`config.mk`:
```
export PLATFORM = sky130hd
export DESIGN_NAME = tcz_timer
export DESIGN_NICKNAME = d
export VERILOG_FILES = /design/src/pkg/tcz_pkg.sv /design/src/design/tcz_timer.sv
export SDC_FILE = /design/constraint.sdc
export NUM_CORES = 1
export LEC_CHECK = 0
export BUFFER_PORTS_ARGS = -buffer_cell sky130_fd_sc_hd__buf_2
export CAP_MARGIN = 5
export CORE_MARGIN = 10
export CORE_UTILIZATION = 57
export CTS_BUF_LIST = sky130_fd_sc_hd__clkbuf_8
export CTS_CLUSTER_SIZE = 14
export DETAILED_ROUTE_END_ITERATION = 12
export MAX_ROUTING_LAYER = met4
export PLACE_DENSITY = 0.88
export SYNTH_ARGS = -nofsm -noshare
export SYNTH_HDL_FRONTEND = slang
export SYNTH_SLANG_ARGS = --single-unit
```
`constraint.sdc`:
```
create_clock -name i_mclk -period 9.7 [get_ports i_mclk]
set_input_delay 1.94 -clock i_mclk [delete_from_list [all_inputs] [get_ports i_mclk]]
set_output_delay 1.94 -clock i_mclk [all_outputs]
set_load 0.03 [all_outputs]
```
`src/pkg/tcz_pkg.sv`:
```
// Purpose: Constants and types for the 16-bit timer/counter
// Assumes: One system clock, no software-reachable registers
// Notes:   Clock select codes follow the prescaler encoding
package tcz_pkg;

  localparam int          CNT_W        = 16;
  localparam logic [15:0] CNT_RESET    = 16'h0000;
  localparam int          SYNC_STAGES  = 3;
  localparam int          PRE_W        = 11;

  // Count clock select codes
  localparam logic [3:0]  CKS_DIV8     = 4'h1;
  localparam logic [3:0]  CKS_DIV2048  = 4'h9;
  localparam logic [3:0]  CKS_EXT      = 4'hF;

  // External edge select
  localparam logic [1:0]  EDGE_NONE    = 2'h0;
  localparam logic [1:0]  EDGE_RISE    = 2'h1;
  localparam logic [1:0]  EDGE_FALL    = 2'h2;
  localparam logic [1:0]  EDGE_BOTH    = 2'h3;

  // Timer output modes
  typedef enum logic [1:0] {
    TCZ_OUT_FIXED,
    TCZ_OUT_TOGGLE,
    TCZ_OUT_ONESHOT
  } tcz_out_mode_e;

endpackage : tcz_pkg

```
`src/design/tcz_timer.sv`:
```
// Purpose: 16-bit up-counting timer/counter, two compare, one capture
// Assumes: Control levels from same-clock logic; edge input asynchronous
// Notes:   No register bus; controls and status are plain ports
`timescale 1ns/100ps

module tcz_timer
  import tcz_pkg::*;
#(
  parameter int CW = CNT_W
) (
  // Clock and reset
  input  wire logic          i_mclk,
  input  wire logic          i_sys_rst,
  // Control
  input  wire logic          i_count_en,
  input  wire logic [3:0]    i_clk_sel,
  input  wire logic [1:0]    i_edge_sel,
  input  wire logic          i_clear_on_b,
  input  wire logic [CW-1:0] i_compare_value_a,
  input  wire logic [CW-1:0] i_compare_value_b,
  input  wire tcz_out_mode_e i_mode_a,
  input  wire tcz_out_mode_e i_mode_b,
  input  wire logic          i_idle_level_a,
  input  wire logic          i_idle_level_b,
  input  wire logic          i_active_level_a,
  input  wire logic          i_active_level_b,
  input  wire logic          i_oneshot_trig_a,
  input  wire logic          i_oneshot_trig_b,
  // External edge pin
  input  wire logic          i_external_edge_input,
  // Status and outputs
  output logic [CW-1:0]      o_main_counter,
  output logic [CW-1:0]      o_capture_value,
  output logic               o_compare_a_interrupt,
  output logic               o_compare_b_interrupt,
  output logic               o_edge_event,
  output logic               o_timer_output_a,
  output logic               o_timer_output_b
);

  logic [SYNC_STAGES-1:0] sync_r;
  logic [PRE_W-1:0]       pre_r;
  logic [PRE_W-1:0]       pre_nxt;
  logic [CW-1:0]          cnt_r;
  logic [CW-1:0]          cnt_nxt;
  logic [CW-1:0]          cap_r;
  logic                   int_a_r;
  logic                   int_b_r;
  logic                   edge_r;
  logic                   out_a_r;
  logic                   out_b_r;

  // Valid edge decode per edge select
  function automatic logic edge_valid(input logic [1:0] sel,
                                      input logic       rise,
                                      input logic       fall);
    logic v;
    v = 1'b0;
    unique case (sel)
      EDGE_NONE: v = 1'b0;
      EDGE_RISE: v = rise;
      EDGE_FALL: v = fall;
      EDGE_BOTH: v = rise | fall;
    endcase
    return v;
  endfunction : edge_valid

  // Edge detection on differing late stages
  wire logic rise_w  = sync_r[1] & ~sync_r[2];
  wire logic fall_w  = ~sync_r[1] & sync_r[2];
  wire logic valid_w = edge_valid(i_edge_sel, rise_w, fall_w);

  // Prescaler tick select
  wire logic       sel_ok_w = i_clk_sel >= CKS_DIV8
                           && i_clk_sel <= CKS_DIV2048;
  wire logic [3:0] shift_w  = i_clk_sel + 4'h2;
  wire logic [PRE_W-1:0] mask_w =
    PRE_W'((12'h001 << shift_w) - 12'h001);
  wire logic pre_tick_w = sel_ok_w && ((pre_r & mask_w) == mask_w);
  wire logic ext_tick_w = (i_clk_sel == CKS_EXT) && valid_w;
  wire logic tick_w     = i_count_en && (pre_tick_w || ext_tick_w);

  // Compare matches, sampled on count ticks
  wire logic match_a_w = tick_w && (cnt_r == i_compare_value_a);
  wire logic match_b_w = tick_w && (cnt_r == i_compare_value_b);

  // Counter next value
  wire logic          clr_hit_w = match_b_w && i_clear_on_b;
  wire logic [CW-1:0] cnt_inc_w = cnt_r + 1'b1;

  assign pre_nxt = i_count_en ? pre_r + 1'b1 : '0;
  assign cnt_nxt = clr_hit_w ? '0 : cnt_inc_w;

  // Timer output next level per mode
  function automatic logic out_next(input tcz_out_mode_e mode,
                                    input logic cur, input logic match,
                                    input logic trig, input logic idle,
                                    input logic act);
    logic r;
    r = cur;
    unique case (mode)
      TCZ_OUT_FIXED:   r = idle;
      TCZ_OUT_TOGGLE:  r = match ? ~cur : cur;
      TCZ_OUT_ONESHOT: r = match ? ~act : (trig ? act : cur);
      default:         r = idle;
    endcase
    return r;
  endfunction : out_next

  wire logic out_a_nxt = out_next(i_mode_a, out_a_r, match_a_w,
                                  i_oneshot_trig_a, i_idle_level_a,
                                  i_active_level_a);
  wire logic out_b_nxt = out_next(i_mode_b, out_b_r, match_b_w,
                                  i_oneshot_trig_b, i_idle_level_b,
                                  i_active_level_b);

  always_ff @(posedge i_mclk) begin
    sync_r <= {sync_r[SYNC_STAGES-2:0], i_external_edge_input};
  end

  // Prescaler
  always_ff @(posedge i_mclk) begin
    if (i_sys_rst) begin
      pre_r <= '0;
    end else begin
      pre_r <= pre_nxt;
    end
  end

  // Main counter
  always_ff @(posedge i_mclk) begin
    if (i_sys_rst) begin
      cnt_r <= CNT_RESET;
    end else begin
      if (tick_w) begin
        cnt_r <= cnt_nxt;
      end
    end
  end

  // Capture value
  always_ff @(posedge i_mclk) begin
    if (i_sys_rst) begin
      cap_r <= CNT_RESET;
    end else if (valid_w) begin
      cap_r <= cnt_r;
    end
  end

  // Compare A interrupt
  always_ff @(posedge i_mclk) begin
    if (i_sys_rst) begin
      int_a_r <= 1'b0;
    end else begin
      int_a_r <= match_a_w;
    end
  end

  // Compare B interrupt
  always_ff @(posedge i_mclk) begin
    if (i_sys_rst) begin
      int_b_r <= 1'b0;
    end else begin
      int_b_r <= match_b_w;
    end
  end

  // Valid edge pulse
  always_ff @(posedge i_mclk) begin
    if (i_sys_rst) begin
      edge_r <= 1'b0;
    end else begin
      edge_r <= valid_w;
    end
  end

  // Timer output A
  always_ff @(posedge i_mclk) begin
    if (i_sys_rst) begin
      out_a_r <= 1'b0;
    end else begin
      out_a_r <= out_a_nxt;
    end
  end

  // Timer output B
  always_ff @(posedge i_mclk) begin
    if (i_sys_rst) begin
      out_b_r <= 1'b0;
    end else begin
      out_b_r <= out_b_nxt;
    end
  end

  assign o_main_counter        = cnt_r;
  assign o_capture_value       = cap_r;
  assign o_compare_a_interrupt = int_a_r;
  assign o_compare_b_interrupt = int_b_r;
  assign o_edge_event          = edge_r;
  assign o_timer_output_a      = out_a_r;
  assign o_timer_output_b      = out_b_r;

endmodule : tcz_timer

```
==> flow_metrics.env, run 1 <==
export IMPL_fin_area_um2=3470
export IMPL_ys_types=47
export IMPL_min_path_type="flop to flop"
export IMPL_wl_per_cell_um=15.8
export IMPL_min_period_ns=5.35
export IMPL_finalHoldViolations=0
export IMPL_power_leakage_nw=1.61
export IMPL_cts_sinks=51
export IMPL_combPwrFrac_pct=13.8
export IMPL_gp_congestion=0.882
export IMPL_grt_pass1_wl_um=12800
export IMPL_die_h_um=91.7
export IMPL_maxSlewViolCount=0
export IMPL_num_rows=26
export IMPL_grt_max_degree=30
export IMPL_worstMarginPinSlew_ns=1.02
export IMPL_final_cell_mix="buf_2, dfxtp_1, nor2_1"
export IMPL_placedCellCount=478
export IMPL_wl_um=7670
export IMPL_cp_arrival_ns=5.51
export IMPL_synth_top_area_cell="dfxtp_1"
export IMPL_coreArea_um2=5040
export IMPL_setup_viol=0
export IMPL_ant_nets=0
export IMPL_end_kind="flop"
export IMPL_cpPeakStageDelay_ns=0.83
export IMPL_syn2layout_area_growth_pct=18.5
export IMPL_synth_edff_count=0
export IMPL_fin_util_pct=68.8
export IMPL_cts_made_buffers=5
export IMPL_relSlewSlack_pct=32.0
export IMPL_max_freq_mhz=187
export IMPL_syn_avg_cell_area_um2=8.64
export IMPL_cap_violations=0
export IMPL_ctsRootBufferMaster="clkbuf_8"
export IMPL_fin_cells=486
export IMPL_synth_top_area_share_pct=34.9
export IMPL_grt_usage_pct=18.5
export IMPL_multi_input_area_um2=1760
export IMPL_fill_cells=402
export IMPL_setup_slack_ns=4.35
export IMPL_post_cts_setup_buffers=0
export IMPL_worst_setup_path_type="primary input to flop"
export IMPL_clkPwrFrac_pct=31.7
export IMPL_fin_worst_skew_ns=0.00413
export IMPL_drtPass1Iterations=4
export IMPL_synth_async_sr_flop_share_pct=0
export IMPL_grt_remaining_overflow=0
export IMPL_layout_commonest_cell="buf_2"
export IMPL_powerDensity_nw_per_um2=113
export IMPL_power_total_uw=391
export IMPL_synth_nets=402
export IMPL_cp_max_fo=29
export IMPL_ys_flop_type="dfxtp_1"
export IMPL_crit_chain="buf_2 > ha_1 > nand2b_1 > nor3_1 > inv_1 > ha_1 > nand2_1 > a2111o_1 > nand3_1 > a2111oi_2 > a21oi_2 > buf_4 > o21bai_1 > nor2_1"
export IMPL_cp_required_ns=9.86
export IMPL_rsz0062_at_grt="false"
export IMPL_start_util_pct=58.1
export IMPL_synth_cells=339
export IMPL_switching_power_uw=106
export IMPL_synth_fa_ha_area_share_pct=4.27
export IMPL_vias=2672
export IMPL_antenna_cells=0
export IMPL_clk_latency_ns=0.30
export IMPL_cp_common_cell="ha_1"
export IMPL_die_area_um2=8400
export IMPL_seq_area_um2=1020
export IMPL_first_global_vias=2781
export IMPL_syn_cell_area_um2=2930
export IMPL_synth_seq_cells=51
export IMPL_clk_pin_slew_worst_paths_ns=0.10
export IMPL_cts_hold_buf=0
export IMPL_layout_nets=478
export IMPL_port_buffers=89
export IMPL_yosysSeqAreaShare_pct=34.9
export IMPL_cp_slowest_cell="o21bai_1"
export IMPL_min_period_over_period_pct=55.2
export IMPL_layout_drive_gt1_share_pct=26.0
export IMPL_status="completed"
export IMPL_synth_top_family_by_area="simple AND/OR/NAND/NOR gates"
export IMPL_vdd_drop_max_uv=76.5
export IMPL_setup_tns_ns=0
export IMPL_synthMuxAreaShare_pct=6.84
export IMPL_cts_resized=0
export IMPL_dpl_cell_area_um2=3380
export IMPL_vias_per_cell=5.50
export IMPL_drtIter0Drc=135
export IMPL_pre_cts_ws_ns=4.11
export IMPL_holdWs_ns=0.336
export IMPL_start_kind="primary input"
export IMPL_seq_power_share_pct=54.4
export IMPL_synthXorXnorAreaFrac_pct=15.8
export IMPL_drc_errors=0
export IMPL_p_sw_share_pct=27.0
export IMPL_die_w_um=91.7
export IMPL_synth_compound_area_share_pct=9.62
export IMPL_h_tree_depth=2
export IMPL_cts_tree="yes"
export IMPL_synth_area_top_cells="dfxtp_1, xor2_1, mux2i_1"
export IMPL_synth_simple_area_share_pct=23.2
export IMPL_antenna_found_initial=0
export IMPL_clk_path_buf_depth=2
export IMPL_p_int_uw=285
export IMPL_yosys_warnings=0
export IMPL_place_hpwl_um=5920
export IMPL_io_pins=90
==> kinds of logic after synthesis <==
kind of cell	Yosys count
xor gates and xnor gates	52
AOI/OAI and AO/OA	43
buffers and inverters	37
DFF	51
muxes	20
adders and majority gates	10
and+or+nand+nor	126
==> layer usage <==
layer / up-vias / share of wire (%) / global-route usage, %
met5: - / 0 / -
met2: 108 / 49 / 31.1
met3: 21 / 6.3 / 3.83
met1: 1231 / 42 / 21.4
met4: 0 / 2.7 / 6.79
li1: 1312 / - / -
==> final cells by class <==
cell class,instances,area share [%]
Multi-Input combinational cell,251,50.6
Inverter,15,1.62
Sequential cell,51,29.4
Clock inverter,3,0.577
Tap cell,70,2.52
Timing Repair Buffer,91,13.3
Clock buffer,5,1.98
==> registers in the layout (all words and copies together), names as in the netlist <==
name and count:
o_main_counter 16, pre_r 11, sync_r 3, o_timer_output_a 1, o_compare_b_interrupt 1, o_edge_event 1
o_capture_value 16, o_compare_a_interrupt 1, o_timer_output_b 1
==> critical path, delay by kind of cell <==
kind	cells	cell delay, ns
adder cells (fa/ha/maj)	2	0.76
AO/OA/AOI/OAI	4	1.42
buffers and inverters	3	0.49
AND/OR/NAND/NOR	5	0.88
==> power groups by stage <==
stage | clock network, mW | logic (mW) | registers (mW)
4_1_cts | 0.126 | 0.0540 | 0.213
2_1_floorplan | 0 | 0.0312 | 0.220
6_report | 0.124 | 0.0541 | 0.213
3_5_place_dp | 0 | 0.0537 | 0.218
3_3_place_gp | 0 | 0.0513 | 0.218
5_1_grt | 0.131 | 0.0602 | 0.213
==> worst paths after layout <==
check | end | slack (ns) | cells past startpoint | start
max | o_main_counter[14] | 4.35 | 14 | i_clk_sel[1]
min | sync_r[1] | 0.34 | 0 | sync_r[0]
max reg2reg | o_main_counter[14] | 6.78 | 11 | sync_r[1]
min reg2reg | sync_r[1] | 0.34 | 0 | sync_r[0]
==> cells in the mapped netlist, types with 2 or more instances <==
master	instances
nor4b_4	2
o21ai_0	13
xor2_1	37
buf_1	2
and3_1	6
nor2_1	43
clkbuf_1	15
o21bai_1	2
nand3_1	9
nand2b_1	4
mux2i_1	20
a221oi_1	2
o211ai_1	2
buf_2	2
buf_6	2
inv_1	15
a21oi_1	11
nor4_1	10
nor3_1	8
a311oi_1	2
nor3b_1	3
nand2_1	15
nand4_1	4
o22ai_1	2
or3_1	7
xnor2_1	14
dfxtp_1	51
ha_1	10
nor2b_1	8
Power figures use the tool's default switching activity.
==> run 2: changes to the inputs <==
--- a/config.mk
+++ b/config.mk
@@ -8,12 +8,12 @@
 export BUFFER_PORTS_ARGS = -buffer_cell sky130_fd_sc_hd__buf_2
 export CAP_MARGIN = 5
 export CORE_MARGIN = 10
-export CORE_UTILIZATION = 57
+export CORE_UTILIZATION = 53
 export CTS_BUF_LIST = sky130_fd_sc_hd__clkbuf_8
 export CTS_CLUSTER_SIZE = 14
 export DETAILED_ROUTE_END_ITERATION = 12
 export MAX_ROUTING_LAYER = met4
-export PLACE_DENSITY = 0.88
+export PLACE_DENSITY = 0.83
 export SYNTH_ARGS = -nofsm -noshare
 export SYNTH_HDL_FRONTEND = slang
 export SYNTH_SLANG_ARGS = --single-unit
==> constraint.sdc (replaced) <==
create_clock -name i_mclk -period 5.6 [get_ports i_mclk]
set_input_delay 1.12 -clock i_mclk [delete_from_list [all_inputs] [get_ports i_mclk]]
set_output_delay 1.12 -clock i_mclk [all_outputs]
set_load 0.03 [all_outputs]
==> run 2 against run 1 <==
Register-to-register slack worse by 4.0 ns; wire length up 0.52%; first-iteration DRC count is 2.2% lower; non-clock buffer count stayed put; cell count grew 0.41%; flip-flop and latch count stayed put; sequential power rose by 73%; largest cell class unchanged; highest routed layer unchanged.
==> flow_metrics.env, run 2 (synthesis results as in run 1) <==
export IMPL_antenna_cells=0
export IMPL_cp_required_ns=5.77
export IMPL_cts_tree="yes"
export IMPL_fin_cells=488
export IMPL_maxSlewViolCount=0
export IMPL_cp_arrival_ns=4.60
export IMPL_ant_nets=0
export IMPL_start_util_pct=53.8
export IMPL_cts_hold_buf=0
export IMPL_drtPass1Iterations=4
export IMPL_setup_slack_ns=1.17
export IMPL_crit_chain="buf_2 > ha_1 > nand2b_1 > nor3_1 > inv_1 > ha_1 > nand2_1 > a2111o_1 > nand3_1 > a2111oi_2 > a21oi_2 > o21bai_1 > nor2_1"
export IMPL_powerDensity_nw_per_um2=199
export IMPL_grt_remaining_overflow=0
export IMPL_fin_worst_skew_ns=0.00904
export IMPL_finalHoldViolations=0
export IMPL_fill_cells=467
export IMPL_post_cts_setup_buffers=0
export IMPL_pre_cts_ws_ns=0.829
export IMPL_die_area_um2=8900
export IMPL_vias=2625
export IMPL_first_global_vias=2673
export IMPL_worst_setup_path_type="primary input to flop"
export IMPL_h_tree_depth=2
export IMPL_power_total_uw=691
export IMPL_relSlewSlack_pct=32.5
export IMPL_vias_per_cell=5.38
export IMPL_power_leakage_nw=1.62
export IMPL_cts_sinks=51
export IMPL_worstMarginPinSlew_ns=1.01
export IMPL_status="completed"
export IMPL_syn2layout_area_growth_pct=18.8
export IMPL_die_w_um=94.3
export IMPL_min_to="sync_r[1]"
export IMPL_crit_cells=13
export IMPL_layout_drive_gt1_share_pct=26.0
export IMPL_r2r_start="sync_r[1]"
export IMPL_crit_buf_inv=2
export IMPL_setup_tns_ns=0
export IMPL_startpoint="i_clk_sel[1]"
export IMPL_gp_congestion=0.866
export IMPL_min_path_type="flop to flop"
export IMPL_cap_violations=0
export IMPL_wl_um=7710
export IMPL_max_freq_mhz=226
export IMPL_drc_errors=0
export IMPL_cts_made_buffers=5
export IMPL_cpPeakStageDelay_ns=0.86
export IMPL_clk_path_buf_depth=2
export IMPL_min_from="sync_r[0]"
export IMPL_die_h_um=94.3
export IMPL_layout_nets=478
export IMPL_min_period_ns=4.43
export IMPL_setup_viol=0
export IMPL_clk_latency_ns=0.32
export IMPL_ctsRootBufferMaster="clkbuf_8"
export IMPL_coreArea_um2=5440
export IMPL_grt_pass1_wl_um=12500
export IMPL_place_hpwl_um=5900
export IMPL_cp_max_fo=16
export IMPL_start_kind="primary input"
export IMPL_min_path_cells=0
export IMPL_cp_slowest_cell="o21bai_1"
export IMPL_layout_commonest_cell="buf_2"
export IMPL_min_period_over_period_pct=79.1
export IMPL_r2r_setup_slack_ns=2.76
export IMPL_ff2ff_path_depth=10
export IMPL_wl_per_cell_um=15.8
export IMPL_io_pins=90
export IMPL_placedCellCount=480
export IMPL_crit_family="compound AO/OA/AOI/OAI gates"
export IMPL_cts_resized=0
export IMPL_port_buffers=89
export IMPL_vdd_drop_max_uv=196
export IMPL_grt_max_degree=25
export IMPL_r2r_end="o_main_counter[6]"
export IMPL_grt_usage_pct=17.9
export IMPL_antenna_found_initial=0
export IMPL_clk_pin_slew_worst_paths_ns=0.10
export IMPL_rsz0062_at_grt="false"
export IMPL_drtIter0Drc=132
export IMPL_end_kind="flop"
export IMPL_num_rows=27
export IMPL_cp_common_cell="ha_1"
export IMPL_final_cell_mix="buf_2, dfxtp_1, nor2_1"
[run 2: cell count changes in the layout (fill, tap and decap cells not counted), sizes merged]
cell      change
inv           +2
clkinvlp      -2
[run 2: report_power, final]
group / switching (mW) / internal, mW
Combinational: 0.0525 / 0.0410
Sequential: 0.00251 / 0.366
Clock: 0.137 / 0.0922
Total: 0.192 / 0.499
[run 2: worst register-to-register path: cells and delay by family, from the launching register on]
family,cells,cell delay (ns)
AOI/OAI and AO/OA,4,1.17
adders and majority gates,1,0.29
DFF,1,0.36
buffers and inverters,2,0.38
and+or+nand+nor,3,0.50
[run 2: final cells by class]
cell class                 count  area, um^2  area share, %
multi-input combinational    251        1760           50.5
sequential                    51        1020           29.3
timing repair buffer          91         460           13.2
tap                           72        90.1           2.59
clock buffer                   5        68.8           1.98
inverter                      15        56.3           1.62
clock inverter                 3        26.3          0.755
[run 2: routing by layer]
layer	up-vias	track usage [%]	wire length (um)	share of wire, %
met4	0	7.72	203	2.6
met2	86	28.8	3720	48
li1	1315	-	-	-
met3	16	3.68	416	5.4
met5	-	-	0	0
met1	1208	21.2	3370	44
[run 2: worst max-delay path by stage]
stage	to	slack, ns
floorplan	o_main_counter[15]	1.65
detailed placement	o_main_counter[6]	0.83
global placement	o_main_counter[8]	1.07
global route	o_main_counter[8]	0.82
CTS	o_main_counter[6]	1.18
finish	o_main_counter[6]	1.17
[run 2: per-stage QoR]
step                      hold slack (ns)  util (%)  cell area, um^2
after CTS                           0.348      64.0             3480
after global placement              0.314      62.2             3380
final                               0.349      64.0             3480
after detailed placement            0.323      62.2             3380
after floorplan                     0.310         -             2930
after global routing                0.361      64.0             3480
==> run 3: changes to the inputs <==
==> constraint.sdc (replaced) <==
create_clock -name i_mclk -period 4.39 [get_ports i_mclk]
set_input_delay 0.878 -clock i_mclk [delete_from_list [all_inputs] [get_ports i_mclk]]
set_output_delay 0.878 -clock i_mclk [all_outputs]
set_load 0.03 [all_outputs]
==> run 3 against run 2 <==
Wire length decreased by 1.7%; sequential power increased by 27%; worst hold slack got worse by 0.0098 ns; combinational power increased by 26%; critical path type unchanged; critical endpoint is now o_main_counter[9]; largest power group unchanged.
==> flow_metrics.env, run 3 (synthesis results as in run 1) <==
export IMPL_start_kind="primary input"
export IMPL_coreArea_um2=5440
export IMPL_vias_per_cell=5.37
export IMPL_drtPass1Iterations=4
export IMPL_vdd_drop_max_uv=139
export IMPL_layout_drive_gt1_share_pct=26.1
export IMPL_setup_tns_ns=0
export IMPL_final_cell_mix="buf_2, dfxtp_1, nor2_1"
export IMPL_grt_max_degree=25
export IMPL_fin_worst_skew_ns=0.00923
export IMPL_worst_setup_path_type="primary input to flop"
export IMPL_switching_power_uw=240
export IMPL_vias=2627
export IMPL_multi_input_area_um2=1760
export IMPL_min_path_type="flop to flop"
export IMPL_cts_sinks=51
export IMPL_port_buffers=89
export IMPL_cts_hold_buf=0
export IMPL_min_period_ns=4.01
export IMPL_powerDensity_nw_per_um2=251
export IMPL_grt_pass1_wl_um=12200
export IMPL_antenna_found_initial=0
export IMPL_ctsRootBufferMaster="clkbuf_8"
export IMPL_worstMarginPinSlew_ns=1.00
export IMPL_die_area_um2=8900
export IMPL_setup_viol=0
export IMPL_layout_nets=479
export IMPL_r2r_setup_slack_ns=1.73
export IMPL_cts_made_buffers=5
export IMPL_cp_arrival_ns=4.18
export IMPL_combPwrFrac_pct=13.5
export IMPL_clkPwrFrac_pct=32.9
export IMPL_p_sw_share_pct=27.3
export IMPL_ff2ff_path_depth=7
export IMPL_grt_remaining_overflow=0
export IMPL_status="completed"
export IMPL_p_int_uw=638
export IMPL_gp_congestion=0.880
export IMPL_seq_area_um2=1020
export IMPL_first_global_vias=2671
export IMPL_io_pins=90
export IMPL_r2r_end="o_main_counter[9]"
export IMPL_die_w_um=94.3
export IMPL_grt_usage_pct=17.2
export IMPL_relSlewSlack_pct=32.9
export IMPL_cts_tree="yes"
export IMPL_ant_nets=0
export IMPL_r2r_start="o_main_counter[7]"
export IMPL_clk_pin_slew_worst_paths_ns=0.10
export IMPL_layout_commonest_cell="buf_2"
export IMPL_seq_power_share_pct=53.6
export IMPL_rsz0062_at_grt="false"
export IMPL_wl_per_cell_um=15.5
export IMPL_num_rows=27
export IMPL_antenna_cells=0
export IMPL_drtIter0Drc=62
export IMPL_place_hpwl_um=5910
export IMPL_fill_cells=472
export IMPL_post_cts_setup_buffers=0
export IMPL_clk_latency_ns=0.31
export IMPL_min_period_over_period_pct=91.4
export IMPL_wl_um=7580
export IMPL_placedCellCount=481
export IMPL_min_to="sync_r[1]"
export IMPL_maxSlewViolCount=0
export IMPL_cp_max_fo=14
export IMPL_end_kind="flop"
export IMPL_power_leakage_nw=1.63
export IMPL_max_freq_mhz=249
export IMPL_finalHoldViolations=0
export IMPL_syn2layout_area_growth_pct=19.2
export IMPL_drc_errors=0
export IMPL_die_h_um=94.3
export IMPL_cap_violations=0
export IMPL_cts_resized=0
export IMPL_cp_required_ns=4.56
export IMPL_min_from="sync_r[0]"
export IMPL_min_path_cells=0
export IMPL_h_tree_depth=2
export IMPL_clk_path_buf_depth=2
export IMPL_fin_cells=489
export IMPL_start_util_pct=53.8
run 3: worst max path at each step:
| stage | start | endpoint | slack [ns] | depth (start not counted) |
|---|---|---|---|---|
| detailed placement | i_clk_sel[1] | o_main_counter[6] | 0.1 | 13 |
| global placement | i_clk_sel[1] | o_main_counter[6] | 0.24 | 13 |
| global route | i_clk_sel[1] | o_main_counter[8] | 0.03 | 13 |
| CTS | i_clk_sel[1] | o_main_counter[9] | 0.42 | 13 |
| floorplan | i_clk_sel[1] | o_main_counter[15] | 0.68 | 17 |
| finish | i_clk_sel[1] | o_main_counter[9] | 0.38 | 13 |
run 3: critical path: stages:
cell and delay [ns]:
buf_2 0.17, ha_1 0.43, nand2b_1 0.26, nor3_1 0.22, inv_1 0.07, ha_1 0.33
nand2_1 0.15, a2111o_1 0.12, nand3_1 0.08, a2111oi_2 0.40, a21oi_2 0.14, o21bai_1 0.81
nor2_1 0.12
run 3: power groups by stage:
stage | clock network [mW] | registers [mW] | logic, mW
floorplan | 0 | 0.485 | 0.0690
global placement | 0 | 0.481 | 0.114
detailed placement | 0 | 0.481 | 0.118
CTS | 0.295 | 0.470 | 0.119
global route | 0.314 | 0.471 | 0.131
finish | 0.289 | 0.470 | 0.118
run 3: area by class of cell:
type	instances	area share [%]
clock buffer	5	1.97
clock inverter	3	0.825
sequential	51	29.3
multi-input combinational	251	50.3
timing repair buffer	92	13.4
inverter	15	1.61
tap	72	2.58
run 3: per-stage QoR:
step	total power, mW	area (um^2)	hold slack [ns]	util [%]	setup slack, ns
after floorplan	0.554	2930	0.310	-	0.682
after global placement	0.595	3390	0.316	62.4	0.243
after detailed placement	0.599	3390	0.325	62.4	0.0961
after CTS	0.884	3490	0.346	64.2	0.416
after global routing	0.915	3490	0.353	64.2	0.0269
final	0.877	3490	0.340	64.2	0.376
run 3: metal layers:
layer	GRT usage [%]	vias to the layer above	share of wire, %
li1	-	1324	-
met1	19.5	1210	42
met2	29.3	82	50
met3	4.24	11	5.9
met4	5.19	0	1.3
met5	-	-	0
